[src/rtl/dpop_map.svh]
// Constants for the dual parallel output port block.
// Assumes inclusion by the design files only, not by the package.
`ifndef DPOP_MAP_SVH
`define DPOP_MAP_SVH
`define DPOP_FIFO_DEPTH     3'h7
`define DPOP_IRQ_CYCLES     4'h8
`define DPOP_SEL_I          3'h0
`define DPOP_SEL_Q          3'h1
`define DPOP_SEL_MAG        3'h2
`define DPOP_SEL_PHASE      3'h3
`define DPOP_SEL_FREQ       3'h4
`define DPOP_ASRC_I         2'h0
`define DPOP_ASRC_MAG       2'h1
`define DPOP_ASRC_FREQ      2'h2
`define DPOP_BSRC_Q         2'h0
`define DPOP_BSRC_PHASE     2'h1
`define DPOP_BSRC_MAG       2'h2
`endif

[src/rtl/dpop_pkg.sv]
// Types shared by the dual parallel output port block.
// Assumes no constants from dpop_map.svh; field widths are literal.
package dpop_pkg;
    typedef struct packed {
        logic [15:0] inPhase;
        logic [15:0] quad;
        logic [15:0] mag;
        logic [15:0] phase;
        logic [15:0] freq;
    } dpop_set_t;

    typedef struct packed {
        logic [15:0] busA;
        logic [15:0] busB;
    } dpop_bus_t;
endpackage : dpop_pkg

[src/rtl/dpop_set_fifo.sv]
// Seven-entry queue of complete data sets, flip-flop storage.
// Assumes one clock; a push when full is dropped.
`timescale 1ns/10ps
`default_nettype none
`include "dpop_map.svh"
module dpop_set_fifo (
    input  wire logic             clk,
    input  wire logic             rst_b,
    input  wire logic             pushValid,
    input  wire dpop_pkg::dpop_set_t pushSet,
    input  wire logic             popReady,
    output logic                  popValid,
    output dpop_pkg::dpop_set_t   headSet,
    output logic                  pushed
);
    import dpop_pkg::*;
    dpop_set_t   mem_q [7];
    dpop_set_t   mem_d [7];
    logic [2:0]  wr_q, wr_d, rd_q, rd_d, cnt_q, cnt_d;
    logic        doPush, doPop;

    function automatic logic [2:0] nextIdx(input logic [2:0] idx);
        return (idx == 3'h6) ? 3'h0 : idx + 3'h1;
    endfunction : nextIdx

    always_comb begin
        doPush = pushValid && (cnt_q != `DPOP_FIFO_DEPTH); // RL17
        doPop  = popReady && (cnt_q != 3'h0);
        mem_d  = mem_q;
        wr_d   = wr_q;
        rd_d   = rd_q;
        cnt_d  = cnt_q;
        if (doPush) begin
            mem_d[wr_q] = pushSet;
            wr_d        = nextIdx(wr_q);
        end
        if (doPop) begin
            rd_d = nextIdx(rd_q);
        end
        cnt_d = cnt_q + {2'h0, doPush} - {2'h0, doPop}; // RL8
    end

    always_ff @(posedge clk) begin
        if (!rst_b) begin
            wr_q  <= 3'h0;
            rd_q  <= 3'h0;
            cnt_q <= 3'h0;
        end else begin
            wr_q  <= wr_d;
            rd_q  <= rd_d;
            cnt_q <= cnt_d;
        end
        mem_q <= mem_d;
    end

    assign popValid = (cnt_q != 3'h0);
    assign headSet  = mem_q[rd_q];
    assign pushed   = doPush;
endmodule : dpop_set_fifo
`default_nettype wire

[src/rtl/dpop_irq_pulse.sv]
// Stretches an event into an eight-cycle active-low pulse.
// Assumes one clock; a new event restarts the pulse.
`timescale 1ns/10ps
`default_nettype none
`include "dpop_map.svh"
module dpop_irq_pulse (
    input  wire logic clk,
    input  wire logic rst_b,
    input  wire logic trigger,
    output logic      irqN
);
    logic [3:0] cnt_q, cnt_d;
    logic       irqN_q, irqN_d;

    always_comb begin
        cnt_d  = trigger ? `DPOP_IRQ_CYCLES : ((cnt_q != 4'h0) ? cnt_q - 4'h1 : 4'h0);
        irqN_d = (cnt_d == 4'h0); // RL13
    end

    always_ff @(posedge clk) begin
        if (!rst_b) begin
            cnt_q  <= 4'h0;
            irqN_q <= 1'b1;
        end else begin
            cnt_q  <= cnt_d;
            irqN_q <= irqN_d;
        end
    end

    assign irqN = irqN_q;
endmodule : dpop_irq_pulse
`default_nettype wire

[src/rtl/dpop_output_ports.sv]
// Direct and buffered parallel output ports toward a reader.
// Assumes synchronous inputs on clk and a reader driving byte enables and selector.
//
// Contract
// RL1: Provide direct and buffered output modes
// RL2: Bus A high byte is direct A
// RL3: Direct update on new result, strobe
// RL4: Bus A: in-phase, magnitude, or frequency
// RL5: Bus B high byte direct B word
// RL6: Two's complement; magnitude MSB forced zero
// RL7: Buffered queue of sets, item selector
// RL8: At most seven sets queued
// RL9: Low bytes form buffered word
// RL10: Bus B low byte selectable source
// RL11: Buffered formats match direct formats
// RL12: Strobe low one cycle on new data
// RL13: Interrupt low eight cycles when ready
// RL14: Byte released while its enable high
// RL15: Reader drives three-bit item selector
// RL16: Fixed codes; unassigned codes read zero
// RL17: Full queue discards new set
`timescale 1ns/10ps
`default_nettype none
`include "dpop_map.svh"
module dpop_output_ports (
    input  wire logic                clk,
    input  wire logic                rst_b,
    input  wire logic                sampleValid,
    input  wire dpop_pkg::dpop_set_t sample,
    input  wire logic [1:0]          aSourceSel,
    input  wire logic [1:0]          bSourceSel,
    input  wire logic                bLowFromBuffer,
    input  wire logic                setComplete,
    input  wire logic                bufferPop,
    input  wire logic [2:0]          itemSel,
    input  wire logic                bus_a_high_byte_enable_n,
    input  wire logic                bus_a_low_byte_enable_n,
    input  wire logic                bus_b_high_byte_enable_n,
    input  wire logic                bus_b_low_byte_enable_n,
    output dpop_pkg::dpop_bus_t      outBus,
    output logic [15:0]              output_bus_a_oe,
    output logic [15:0]              output_bus_b_oe,
    output logic                     new_data_strobe_n,
    output logic                     buffer_ready_irq_n,
    output logic                     bufferValid
);
    import dpop_pkg::*;

    dpop_set_t   fmtSample, headSet;
    dpop_bus_t   bus_q, bus_d;
    logic [15:0] dirA_q, dirA_d, dirB_q, dirB_d;
    logic [15:0] bufWord;
    logic [15:0] oeA_q, oeA_d, oeB_q, oeB_d;
    logic        strobeN_q, strobeN_d;
    logic        valid_q, valid_d;
    logic        fifoValid, pushed, readyEvent;

    // Magnitude is unsigned; top bit cleared so it never reads negative
    function automatic logic [15:0] magFmt(input logic [15:0] m);
        return {1'b0, m[14:0]};
    endfunction : magFmt

    always_comb begin
        fmtSample     = sample;
        fmtSample.mag = magFmt(sample.mag); // RL6
    end

    dpop_set_fifo u_fifo (
        .clk       (clk),
        .rst_b     (rst_b),
        .pushValid (setComplete),
        .pushSet   (fmtSample), // RL11
        .popReady  (bufferPop),
        .popValid  (fifoValid),
        .headSet   (headSet),
        .pushed    (pushed)
    ); // RL7

    // Interrupt fires when the queue goes from empty to holding a set
    // Judged on the registered count, so a pop in the same cycle as the push does not count as empty
    assign readyEvent = pushed && !fifoValid;

    dpop_irq_pulse u_irq (
        .clk     (clk),
        .rst_b   (rst_b),
        .trigger (readyEvent),
        .irqN    (buffer_ready_irq_n)
    ); // RL13

    always_comb begin
        dirA_d     = dirA_q;
        dirB_d     = dirB_q;
        strobeN_d  = 1'b1;
        if (sampleValid) begin // RL3
            unique case (aSourceSel) // RL4
                `DPOP_ASRC_MAG:  dirA_d = fmtSample.mag;
                `DPOP_ASRC_FREQ: dirA_d = fmtSample.freq;
                default:         dirA_d = fmtSample.inPhase;
            endcase
            unique case (bSourceSel) // RL5
                `DPOP_BSRC_PHASE: dirB_d = fmtSample.phase;
                `DPOP_BSRC_MAG:   dirB_d = fmtSample.mag;
                default:          dirB_d = fmtSample.quad;
            endcase
            strobeN_d = 1'b0; // RL12
        end
    end

    always_comb begin
        unique case (itemSel) // RL16
            `DPOP_SEL_I:     bufWord = headSet.inPhase;
            `DPOP_SEL_Q:     bufWord = headSet.quad;
            `DPOP_SEL_MAG:   bufWord = headSet.mag;
            `DPOP_SEL_PHASE: bufWord = headSet.phase;
            `DPOP_SEL_FREQ:  bufWord = headSet.freq;
            default:         bufWord = 16'h0000;
        endcase
        if (!fifoValid) begin
            bufWord = 16'h0000;
        end
    end

    always_comb begin
        bus_d.busA[15:8] = dirA_d[15:8]; // RL2
        bus_d.busB[15:8] = dirB_d[15:8]; // RL5
        bus_d.busA[7:0]  = bufWord[15:8]; // RL9
        bus_d.busB[7:0]  = bLowFromBuffer ? bufWord[7:0] : dirB_d[7:0]; // RL10
        valid_d          = fifoValid;
        oeA_d = {{8{!bus_a_high_byte_enable_n}}, {8{!bus_a_low_byte_enable_n}}}; // RL14
        oeB_d = {{8{!bus_b_high_byte_enable_n}}, {8{!bus_b_low_byte_enable_n}}}; // RL14
    end

    always_ff @(posedge clk) begin
        if (!rst_b) begin
            dirA_q     <= 16'h0000;
            dirB_q     <= 16'h0000;
            bus_q      <= '0;
            oeA_q      <= 16'h0000;
            oeB_q      <= 16'h0000;
            strobeN_q  <= 1'b1;
            valid_q    <= 1'b0;
        end else begin
            dirA_q     <= dirA_d;
            dirB_q     <= dirB_d;
            bus_q      <= bus_d; // RL1
            oeA_q      <= oeA_d;
            oeB_q      <= oeB_d;
            strobeN_q  <= strobeN_d;
            valid_q    <= valid_d;
        end
    end

    assign outBus            = bus_q;
    assign output_bus_a_oe   = oeA_q;
    assign output_bus_b_oe   = oeB_q;
    assign new_data_strobe_n = strobeN_q;
    assign bufferValid       = valid_q;
endmodule : dpop_output_ports
`default_nettype wire

[config.mk]
export PLATFORM = sky130hd
export DESIGN_NAME = dpop_output_ports
export DESIGN_NICKNAME = d
export VERILOG_FILES = /design/src/rtl/dpop_pkg.sv /design/src/rtl/dpop_set_fifo.sv /design/src/rtl/dpop_irq_pulse.sv /design/src/rtl/dpop_output_ports.sv
export VERILOG_INCLUDE_DIRS = /design/src /design/src/rtl
export SDC_FILE = /design/constraint.sdc
export NUM_CORES = 1
export LEC_CHECK = 0
export BUFFER_PORTS_ARGS = -buffer_cell sky130_fd_sc_hd__buf_2
export CORE_AREA = 2 2 212 266
export CTS_BUF_LIST = sky130_fd_sc_hd__clkbuf_8
export DETAILED_ROUTE_END_ITERATION = 12
export DIE_AREA = 0 0 214 268
export HOLD_SLACK_MARGIN = 0.03
export PLACE_DENSITY = 0.72
export SLEW_MARGIN = 15
export SYNTH_ARGS = -nofsm -noshare
export SYNTH_HDL_FRONTEND = slang
export SYNTH_SLANG_ARGS = --single-unit
[constraint.sdc]
create_clock -name clk -period 13.5 [get_ports clk]
set_input_delay 2.7 -clock clk [delete_from_list [all_inputs] [get_ports clk]]
set_output_delay 2.7 -clock clk [all_outputs]
set_load 0.02 [all_outputs]
==> results of run 1 <==
-- layout by cell type, fill, tap and decap left out, types with 4 or more instances in the layout --
cell,count
sky130_fd_sc_hd__a211o_1,4
sky130_fd_sc_hd__a211oi_1,31
sky130_fd_sc_hd__a21oi_1,73
sky130_fd_sc_hd__a221o_1,16
sky130_fd_sc_hd__a221oi_1,27
sky130_fd_sc_hd__a22oi_1,36
sky130_fd_sc_hd__a31oi_1,13
sky130_fd_sc_hd__and2_1,10
sky130_fd_sc_hd__buf_2,162
sky130_fd_sc_hd__buf_4,24
sky130_fd_sc_hd__bufinv_16,7
sky130_fd_sc_hd__clkbuf_8,103
sky130_fd_sc_hd__clkinv_1,15
sky130_fd_sc_hd__clkinv_2,18
sky130_fd_sc_hd__clkinv_8,4
sky130_fd_sc_hd__clkinvlp_4,4
sky130_fd_sc_hd__dfxtp_1,57
sky130_fd_sc_hd__diode_2,7
sky130_fd_sc_hd__edfxtp_1,553
sky130_fd_sc_hd__ha_1,7
sky130_fd_sc_hd__inv_1,38
sky130_fd_sc_hd__mux2_1,6
sky130_fd_sc_hd__mux2_2,45
sky130_fd_sc_hd__mux2i_1,55
sky130_fd_sc_hd__mux4_2,70
sky130_fd_sc_hd__nand2_1,42
sky130_fd_sc_hd__nand2b_1,25
sky130_fd_sc_hd__nand3_1,13
sky130_fd_sc_hd__nand3b_1,7
sky130_fd_sc_hd__nor2_1,49
sky130_fd_sc_hd__nor2b_1,6
sky130_fd_sc_hd__nor3_1,5
sky130_fd_sc_hd__nor4_1,8
sky130_fd_sc_hd__o211ai_1,4
sky130_fd_sc_hd__o21ai_0,57
sky130_fd_sc_hd__o21ai_1,5
sky130_fd_sc_hd__o22ai_1,6
sky130_fd_sc_hd__o31ai_1,5
sky130_fd_sc_hd__or3_1,4
-- cell usage after synthesis (7+ instances only) --
cell type / instances / area, um^2
sky130_fd_sc_hd__nor2_1: 51 / 191
sky130_fd_sc_hd__ha_1: 7 / 87.6
sky130_fd_sc_hd__a221oi_1: 27 / 236
sky130_fd_sc_hd__buf_2: 29 / 145
sky130_fd_sc_hd__buf_4: 51 / 383
sky130_fd_sc_hd__nor2b_1: 8 / 50.1
sky130_fd_sc_hd__buf_6: 11 / 124
sky130_fd_sc_hd__mux2i_1: 55 / 551
sky130_fd_sc_hd__mux2_2: 45 / 507
sky130_fd_sc_hd__a22oi_1: 36 / 270
sky130_fd_sc_hd__mux4_2: 70 / 1580
sky130_fd_sc_hd__a221o_1: 16 / 160
sky130_fd_sc_hd__a31oi_1: 13 / 81.3
sky130_fd_sc_hd__dfxtp_1: 60 / 1200
sky130_fd_sc_hd__edfxtp_1: 553 / 16600
sky130_fd_sc_hd__a21oi_1: 73 / 365
sky130_fd_sc_hd__nand3_1: 13 / 65.1
sky130_fd_sc_hd__inv_1: 16 / 60.1
sky130_fd_sc_hd__nor3_1: 8 / 40.0
sky130_fd_sc_hd__a211oi_1: 31 / 233
sky130_fd_sc_hd__nor4_1: 9 / 56.3
sky130_fd_sc_hd__nand3b_1: 7 / 52.6
sky130_fd_sc_hd__clkbuf_1: 28 / 105
sky130_fd_sc_hd__and2_1: 10 / 62.6
sky130_fd_sc_hd__nand2b_1: 25 / 156
sky130_fd_sc_hd__nand2_1: 42 / 158
sky130_fd_sc_hd__o21ai_0: 57 / 285
-- state kept, by name, indices dropped and copies added (netlist names) --
signal and cells:
u_fifo.mem_q 553, u_fifo.wr_q 3, new_data_strobe_n 1, bufferValid 1, outBus 32, output_bus_b_oe 2, u_fifo.rd_q 3, u_irq.cnt_q 4
u_fifo.cnt_q 3, dirB_q 8, output_bus_a_oe 2, u_irq.irqN 1
-- cells by family after synthesis --
kind of cell / after synthesis / synth area share, %
adder cells (fa/ha/maj): 8 / 0.440
buffers and inverters: 142 / 3.61
AO/OA/AOI/OAI: 295 / 8.04
flip-flops: 613 / 72.8
multiplexers: 177 / 11.2
AND/OR/NAND/NOR: 188 / 3.87
XOR/XNOR: 2 / 0.0716
-- area by class of cell --
class | instances | share of cell area [%]
inverters | 18 | 0.245
flip-flops and latches | 613 | 64.6
multi-input cells | 670 | 21.1
clock inverters | 71 | 1.97
repair buffers | 186 | 3.59
diodes | 7 | 0.0635
clock buffers | 103 | 5.14
well taps | 735 | 3.33
-- power breakdown --
part           internal (mW)  switching [mW]  total [mW]
combinational          0.215           0.325       0.541
clock                  0.847           0.727        1.57
sequential              2.14          0.0463        2.19
-- layer usage --
| layer | vias up | part of all wire [%] | track usage, % | wire, um |
|---|---|---|---|---|
| met5 | - | 0.038 | 0 | 23 |
| met2 | 720 | 51 | 35.7 | 30600 |
| met3 | 155 | 8.5 | 4.34 | 5140 |
| met1 | 7036 | 37 | 24.9 | 22200 |
| li1 | 6007 | - | - | - |
| met4 | 4 | 4.3 | 11.5 | 2590 |
-- per-stage QoR --
step                      util, %  instance area, um^2  setup slack, ns  std cells  hold slack (ns)
after floorplan                 -                24500             2.50       1425            0.422
after global placement       46.9                25600             8.39       2222            0.432
after detailed placement     46.9                25600             8.33       2222            0.449
after CTS                    50.5                27600             9.04       2396            0.464
after global routing         50.5                27600             8.91       2400            0.501
final                        50.5                27600             9.03       2403            0.459
-- path summary, 6_finish.rpt --
| path | startpoint | end | slack [ns] | cells after the start |
|---|---|---|---|---|
| min reg2reg | u_irq.cnt_q[0] | u_irq.cnt_q[0] | 0.46 | 1 |
| max | setComplete | u_fifo.mem_q[288] | 9.03 | 7 |
| min | u_irq.cnt_q[0] | u_irq.cnt_q[0] | 0.46 | 1 |
| max reg2reg | u_fifo.rd_q[1] | outBus[3] | 9.24 | 8 |
==> out/summary.txt, run 1 <==
TritonCTS clock tree = yes
Layout Nets = 1,689
signed area change from the synthesized netlist to the final layout = 12.9%
clock transition at the registers of the reported paths = 0.06 ns
sink count of the clock tree = 613
P per Cell Area = 156 mW/mm^2
clk root buf = sky130_fd_sc_hd__clkbuf_8
via count = 13,900
number of nets produced by synthesis = 1,530
area of the mapped netlist = 0.0245 mm^2
number of instances in the synthesized netlist = 1,425
number of top-level pins = 164
GRT Total Usage = 20.9%
category of the worst setup path capture point = register
critical path fanouts, max = 41
setup repair after global routing missed its margin = no
run status = completed
worst setup path class = in -> reg
data arrival time at the worst-slack endpoint = 4.77 ns
biggest cell delay along the critical path = 0.69 ns
CORE AREA = 0.0547 mm^2
share of the yosys chip area belonging to registers = 72.8%
worst min path class = reg -> reg
total chip power = 4.30 mW
deepest level of the CTS H-tree = 3
global-route wire length before repair = 88,300 um
number of antenna-violating nets in the routed design = 0
number of hold buffers added after CTS = 0
fraction of synthesis flops using an asynchronous set or reset pin = 0%
ratio of cells with drive above 1 in the final layout = 27.8%
CP Data Required Time = 13.80 ns
buffer depth of the longest clock path = 3
horizontal die dimension = 214 um
clk_skew = 0.0561 ns
Total Wirelength = 60,600 um
number of inserted filler cells in the final layout = 4,449
via count of the first global-routing pass = 14,300
count of different cell masters after synthesis = 61
count of buffers inserted at the top-level ports = 162
cells along the critical path = buf_2 > nand2_1 > inv_1 > nand2_1 > nor3b_2 > buf_4 > buf_4
placer's final routability congestion estimate = 0.815
initial antenna violation count = 10
share of the cycle needed by the critical path after routing = 33.1%
Vias/cell = 5.79
Post-synth EDFFs = 553
maximum frequency from static timing analysis = 224 MHz
footprint of the flip-flops and latches = 0.0178 mm^2
height of the die = 268 um
DRC violations left = 0
Main synth FF type = sky130_fd_sc_hd__edfxtp_1
cts repair resizes = 0
buffers and inverters on the worst path = 4
cell family with the largest share of critical-path delay = buffers and inverters
Final Hold Fails = 0
area of combinational cells with multiple inputs = 0.00583 mm^2
final-report setup violation count = 0
maximum number of pins on one net before global-route repair = 67
remaining global-route overflow = 0
YS warnings = 0
Worst setup SP type = input port
Avg WL per Cell = 25.2 um
buffers inserted during post-CTS setup optimization = 0
Std-Cell Rows = 96
tightest slew margin relative to the limit = 15.5%
Avg Synthesized Cell Area = 17.2 um^2
number of design-rule violations left by the first detailed-router iteration = 1,455
source-to-sink clock delay at the later pin of the worst-skew pair = 0.70 ns
Final HPWL DP = 35,300 um
Sum Neg Setup Slack = 0 ns
total die area = 0.0574 mm^2
number of register bits inferred by synthesis = 613
effective utilization at floorplan = 44.7%
maxcap violations = 0
peak supply drop = 0.0000823 V
slowest cell on the critical path = sky130_fd_sc_hd__buf_4
count of pins over their slew limit = 0
transition at the pin with the smallest max-transition slack = 1.26 ns
post-route minimum period = 4.47 ns
number of CTS-inserted buffers = 95
static leakage = 9.18 nW
first drt pass iteration count = 5
Power figures use the tool's default switching activity.
==> inputs of run 2 (changes only) <==
Clock period 13.5 ns to 4.44 ns, I/O delays scaled along.
==> out/summary.txt, run 2 (same netlist as run 1, synthesis figures left out) <==
R2R depth = 6
clk_skew = 0.0534 ns
top metal layer carrying routed signals = met5
CP Data Required Time = 5.03 ns
source-to-sink clock delay at the later pin of the worst-skew pair = 0.69 ns
Layout Nets = 1,702
clock transition at the registers of the reported paths = 0.06 ns
Worst setup SP type = register
static leakage = 9.25 nW
worst hold path stage count = 2
transition at the pin with the smallest max-transition slack = 1.20 ns
worst setup path class = reg -> reg
TritonCTS clock tree = yes
data arrival time at the worst-slack endpoint = 3.63 ns
clk root buf = sky130_fd_sc_hd__clkbuf_8
P per Cell Area = 461 mW/mm^2
number of hold buffers added after CTS = 0
global-route wire length before repair = 88,200 um
buffers inserted during post-CTS setup optimization = 0
cts repair resizes = 0
run status = completed
number of inserted filler cells in the final layout = 4,438
final-report setup violation count = 0
Sum Neg Setup Slack = 0 ns
capture instance of the worst register-to-register path = outBus[20]
worst setup slack for register-to-register paths = 1.40 ns
post-route minimum period = 3.04 ns
register with the most flip-flops = u_fifo.mem_q
Final Hold Fails = 0
via count = 14,000
Detail Route met3 WL = 5840 um
number of antenna-violating nets in the routed design = 0
critical path fanouts, max = 73
worst reg2reg startpoint = u_fifo.rd_q[1]
number of design-rule violations left by the first detailed-router iteration = 1,368
sink count of the clock tree = 613
placer's final routability congestion estimate = 0.830
number of top-level pins = 164
Std-Cell Rows = 96
effective utilization at floorplan = 44.7%
Vias/cell = 5.79
DRC violations left = 0
ratio of cells with drive above 1 in the final layout = 27.2%
Hold Crit Start = bus_a_low_byte_enable_n
final design utilization = 50.6%
tightest slew margin relative to the limit = 20.0%
CORE AREA = 0.0547 mm^2
GRT Total Usage = 20.9%
met2 WL = 29,500 um
count of pins over their slew limit = 0
routed length on met1 = 22,500 um
Avg WL per Cell = 24.9 um
initial antenna violation count = 9
deepest level of the CTS H-tree = 3
height of the die = 268 um
Total Wirelength = 60,400 um
horizontal die dimension = 214 um
count of buffers inserted at the top-level ports = 162
remaining global-route overflow = 0
first drt pass iteration count = 7
peak supply drop = 0.000269 V
leading cell types in the layout, fill and taps excluded = sky130_fd_sc_hd__edfxtp_1, sky130_fd_sc_hd__buf_2, sky130_fd_sc_hd__clkbuf_8, sky130_fd_sc_hd__a21oi_1, sky130_fd_sc_hd__mux4_2
WHS Endpoint = output_bus_a_oe[7]
via count of the first global-routing pass = 14,300
setup repair after global routing missed its margin = no
buffer depth of the longest clock path = 3
share of the cycle needed by the critical path after routing = 68.5%
signed area change from the synthesized netlist to the final layout = 13.1%
maximum frequency from static timing analysis = 329 MHz
number of CTS-inserted buffers = 96
category of the worst setup path capture point = register
maxcap violations = 0
total die area = 0.0574 mm^2
Final HPWL DP = 35,200 um
worst min path class = in -> reg
number of flip-flops under the largest register name = 553
maximum number of pins on one net before global-route repair = 81
total chip power = 12.8 mW
commonest non-fill, non-tap cell in the layout = sky130_fd_sc_hd__edfxtp_1
==> run 2: changes by cell type in the layout (fill, tap and decap cells not counted), moves of 3 or more <==
| cell | change |
|---|---|
| sky130_fd_sc_hd__clkinv_2 | -11 |
| sky130_fd_sc_hd__nor3_2 | -3 |
| sky130_fd_sc_hd__bufinv_16 | -7 |
| sky130_fd_sc_hd__buf_4 | +4 |
| sky130_fd_sc_hd__clkinv_1 | +6 |
| sky130_fd_sc_hd__clkbuf_8 | +5 |
| sky130_fd_sc_hd__clkinv_8 | -4 |
| sky130_fd_sc_hd__buf_12 | +8 |
| sky130_fd_sc_hd__inv_1 | +17 |
| sky130_fd_sc_hd__clkinvlp_4 | -3 |
==> run 2: where the power goes <==
| part | internal, mW | total [mW] | switching (mW) |
|---|---|---|---|
| clock network | 2.25 | 4.43 | 2.18 |
| registers | 6.51 | 6.65 | 0.144 |
| logic | 0.678 | 1.68 | 0.997 |
==> run 2: critical path, cell delays in order, from the launching register on <==
cell                       delay, ns
sky130_fd_sc_hd__dfxtp_4        0.57
sky130_fd_sc_hd__buf_4          0.88
sky130_fd_sc_hd__mux2_2         0.31
sky130_fd_sc_hd__o22ai_1        0.07
sky130_fd_sc_hd__nor4_1         0.68
sky130_fd_sc_hd__a221oi_1       0.19
sky130_fd_sc_hd__a31oi_1        0.22
==> run 2: final cells by class <==
cell class	count	area (um^2)	area share [%]
Antenna cell	6	15.0	0.0543
Timing Repair Buffer	198	1180	4.27
Tap cell	735	920	3.32
Clock buffer	108	1490	5.37
Inverter	18	67.6	0.244
Clock inverter	73	333	1.20
Multi-Input combinational cell	670	5850	21.1
Sequential cell	613	17800	64.4
==> run 2: worst max-delay path by stage <==
stage,endpoint,start,cells after the start
floorplan,u_fifo.mem_q[240],setComplete,4
global placement,outBus[20],itemSel[1],5
detailed placement,outBus[20],itemSel[1],5
CTS,outBus[20],u_fifo.rd_q[1],6
global route,outBus[20],u_fifo.rd_q[1],6
finish,outBus[20],u_fifo.rd_q[1],6
==> run 2: per-layer routing <==
metal,up-vias,global-route usage [%]
met5,-,0
met4,6,10.7
met3,138,5.27
met2,740,34.6
met1,7080,25.5
li1,6046,-
==> run 2: metrics by stage <==
step | std cells | cell area, um^2 | setup slack (ns) | hold slack (ns)
6_report | 2421 | 27700 | 1.40 | 0.375
5_1_grt | 2418 | 27700 | 1.32 | 0.339
4_1_cts | 2415 | 27700 | 1.45 | 0.316
3_5_place_dp | 2234 | 25800 | 1.40 | 0.453
3_3_place_gp | 2234 | 25800 | 1.46 | 0.435
2_1_floorplan | 1425 | 24500 | -0.443 | 0.422
==> inputs of run 3 (changes only) <==
Clock period 4.44 ns to 3 ns, I/O delays scaled along.
==> out/summary.txt, run 3 (same netlist as run 1, synthesis figures left out) <==
run status = completed
final cell count without fillers = 2,458
share of the cycle needed by the critical path after routing = 84.0%
setup repair after global routing missed its margin = no
number of hold buffers added after CTS = 4
GRT Total Usage = 20.9%
number of flip-flops under the largest register name = 553
worst min path class = in -> reg
final design utilization = 51.5%
clk_skew = 0.0448 ns
post-route standard cell area excluding fillers = 0.0281 mm^2
leading cell types in the layout, fill and taps excluded = sky130_fd_sc_hd__edfxtp_1, sky130_fd_sc_hd__buf_2, sky130_fd_sc_hd__clkbuf_8, sky130_fd_sc_hd__a21oi_1, sky130_fd_sc_hd__mux4_2
transition at the pin with the smallest max-transition slack = 0.887 ns
worst reg2reg startpoint = u_fifo.rd_q[0]
effective utilization at floorplan = 44.7%
clk root buf = sky130_fd_sc_hd__clkbuf_8
maximum number of pins on one net before global-route repair = 80
Hold Crit Start = sample[64]
count of pins over their slew limit = 0
tightest slew margin relative to the limit = 40.4%
hold slack final = 0.145 ns
initial antenna violation count = 8
ratio of cells with drive above 1 in the final layout = 29.3%
CP Data Required Time = 3.58 ns
global-route wire length before repair = 88,500 um
signed area change from the synthesized netlist to the final layout = 15.0%
Vias/cell = 5.77
deepest level of the CTS H-tree = 3
register with the most flip-flops = u_fifo.mem_q
critical path fanouts, max = 30
static leakage = 9.45 nW
Worst setup SP type = register
category of the worst setup path capture point = register
TritonCTS clock tree = yes
DP Area = 0.0262 mm^2
post-route minimum period = 2.52 ns
number of antenna-violating nets in the routed design = 0
clock transition at the registers of the reported paths = 0.06 ns
sink count of the clock tree = 613
buffers inserted during post-CTS setup optimization = 0
Sum Neg Setup Slack = 0 ns
number of top-level pins = 164
WHS Endpoint = u_fifo.mem_q[464]
via count of the first global-routing pass = 14,400
Final HPWL DP = 36,600 um
Layout Nets = 1,740
data arrival time at the worst-slack endpoint = 3.10 ns
number of design-rule violations left by the first detailed-router iteration = 1,507
height of the die = 268 um
capture instance of the worst register-to-register path = outBus[18]
source-to-sink clock delay at the later pin of the worst-skew pair = 0.72 ns
buffer depth of the longest clock path = 3
number of CTS-inserted buffers = 93
maximum frequency from static timing analysis = 397 MHz
Avg WL per Cell = 24.4 um
remaining global-route overflow = 0
placer's final routability congestion estimate = 0.845
maxcap violations = 0
via count = 14,200
worst setup slack for register-to-register paths = 0.48 ns
DRC violations left = 0
Placed Cells incl. Taps = 2,271
peak supply drop = 0.000434 V
total die area = 0.0574 mm^2
worst hold path stage count = 1
commonest non-fill, non-tap cell in the layout = sky130_fd_sc_hd__edfxtp_1
Total Wirelength = 59,900 um
count of buffers inserted at the top-level ports = 162
worst setup path class = reg -> reg
cts repair resizes = 0
horizontal die dimension = 214 um
first drt pass iteration count = 7
CORE AREA = 0.0547 mm^2
Std-Cell Rows = 96
P per Cell Area = 678 mW/mm^2
Final Hold Fails = 0
R2R depth = 6
final-report setup violation count = 0
-- run 3: power by group --
| part | internal [mW] | switching, mW | total [mW] |
|---|---|---|---|
| Clock | 3.38 | 3.25 | 6.63 |
| Combinational | 1.09 | 1.52 | 2.61 |
| Sequential | 9.63 | 0.199 | 9.83 |
| Total | 14.1 | 4.97 | 19.1 |
-- run 3: critical path, cell delays in order, from the launching register on --
cell and delay, ns:
sky130_fd_sc_hd__dfxtp_4 0.70, sky130_fd_sc_hd__nor2b_2 0.64, sky130_fd_sc_hd__buf_4 0.32, sky130_fd_sc_hd__a22oi_1 0.11
sky130_fd_sc_hd__a211oi_1 0.28, sky130_fd_sc_hd__nor3_1 0.08, sky130_fd_sc_hd__a31oi_1 0.27
-- run 3: final cells by class --
| type | instances | area, um^2 |
|---|---|---|
| Multi-Input combinational cell | 670 | 5870 |
| Clock inverter | 73 | 414 |
| Timing Repair Buffer | 239 | 1610 |
| Clock buffer | 103 | 1420 |
| Sequential cell | 613 | 17800 |
| Inverter | 18 | 67.6 |
| Tap cell | 735 | 920 |
| Antenna cell | 7 | 17.5 |
| Fill cell | 4398 | 26500 |
-- run 3: routing by layer --
layer  routed length (um)  track usage, %
met4                 2270            10.5
met2                30300            35.5
met3                 4770            3.96
met5                    0               0
met1                22600            25.6
-- run 3: per-stage QoR --
stage          total power, mW  setup WS (ns)
2_1_floorplan             11.8         -0.664
3_3_place_gp              12.5          0.537
3_5_place_dp              12.6          0.506
4_1_cts                   19.2          0.502
5_1_grt                   19.8          0.351
6_report                  19.1          0.479
-- run 3: how the worst max path moves through the flow --
stage | start | end | slack, ns | cells past startpoint
after floorplan | setComplete | u_fifo.mem_q[480] | -0.66 | 2
after global placement | u_fifo.rd_q[0] | outBus[17] | 0.54 | 6
after detailed placement | itemSel[2] | outBus[2] | 0.51 | 6
after CTS | u_fifo.rd_q[0] | outBus[18] | 0.50 | 6
after global routing | u_fifo.rd_q[0] | outBus[18] | 0.35 | 6
final | u_fifo.rd_q[0] | outBus[18] | 0.48 | 6
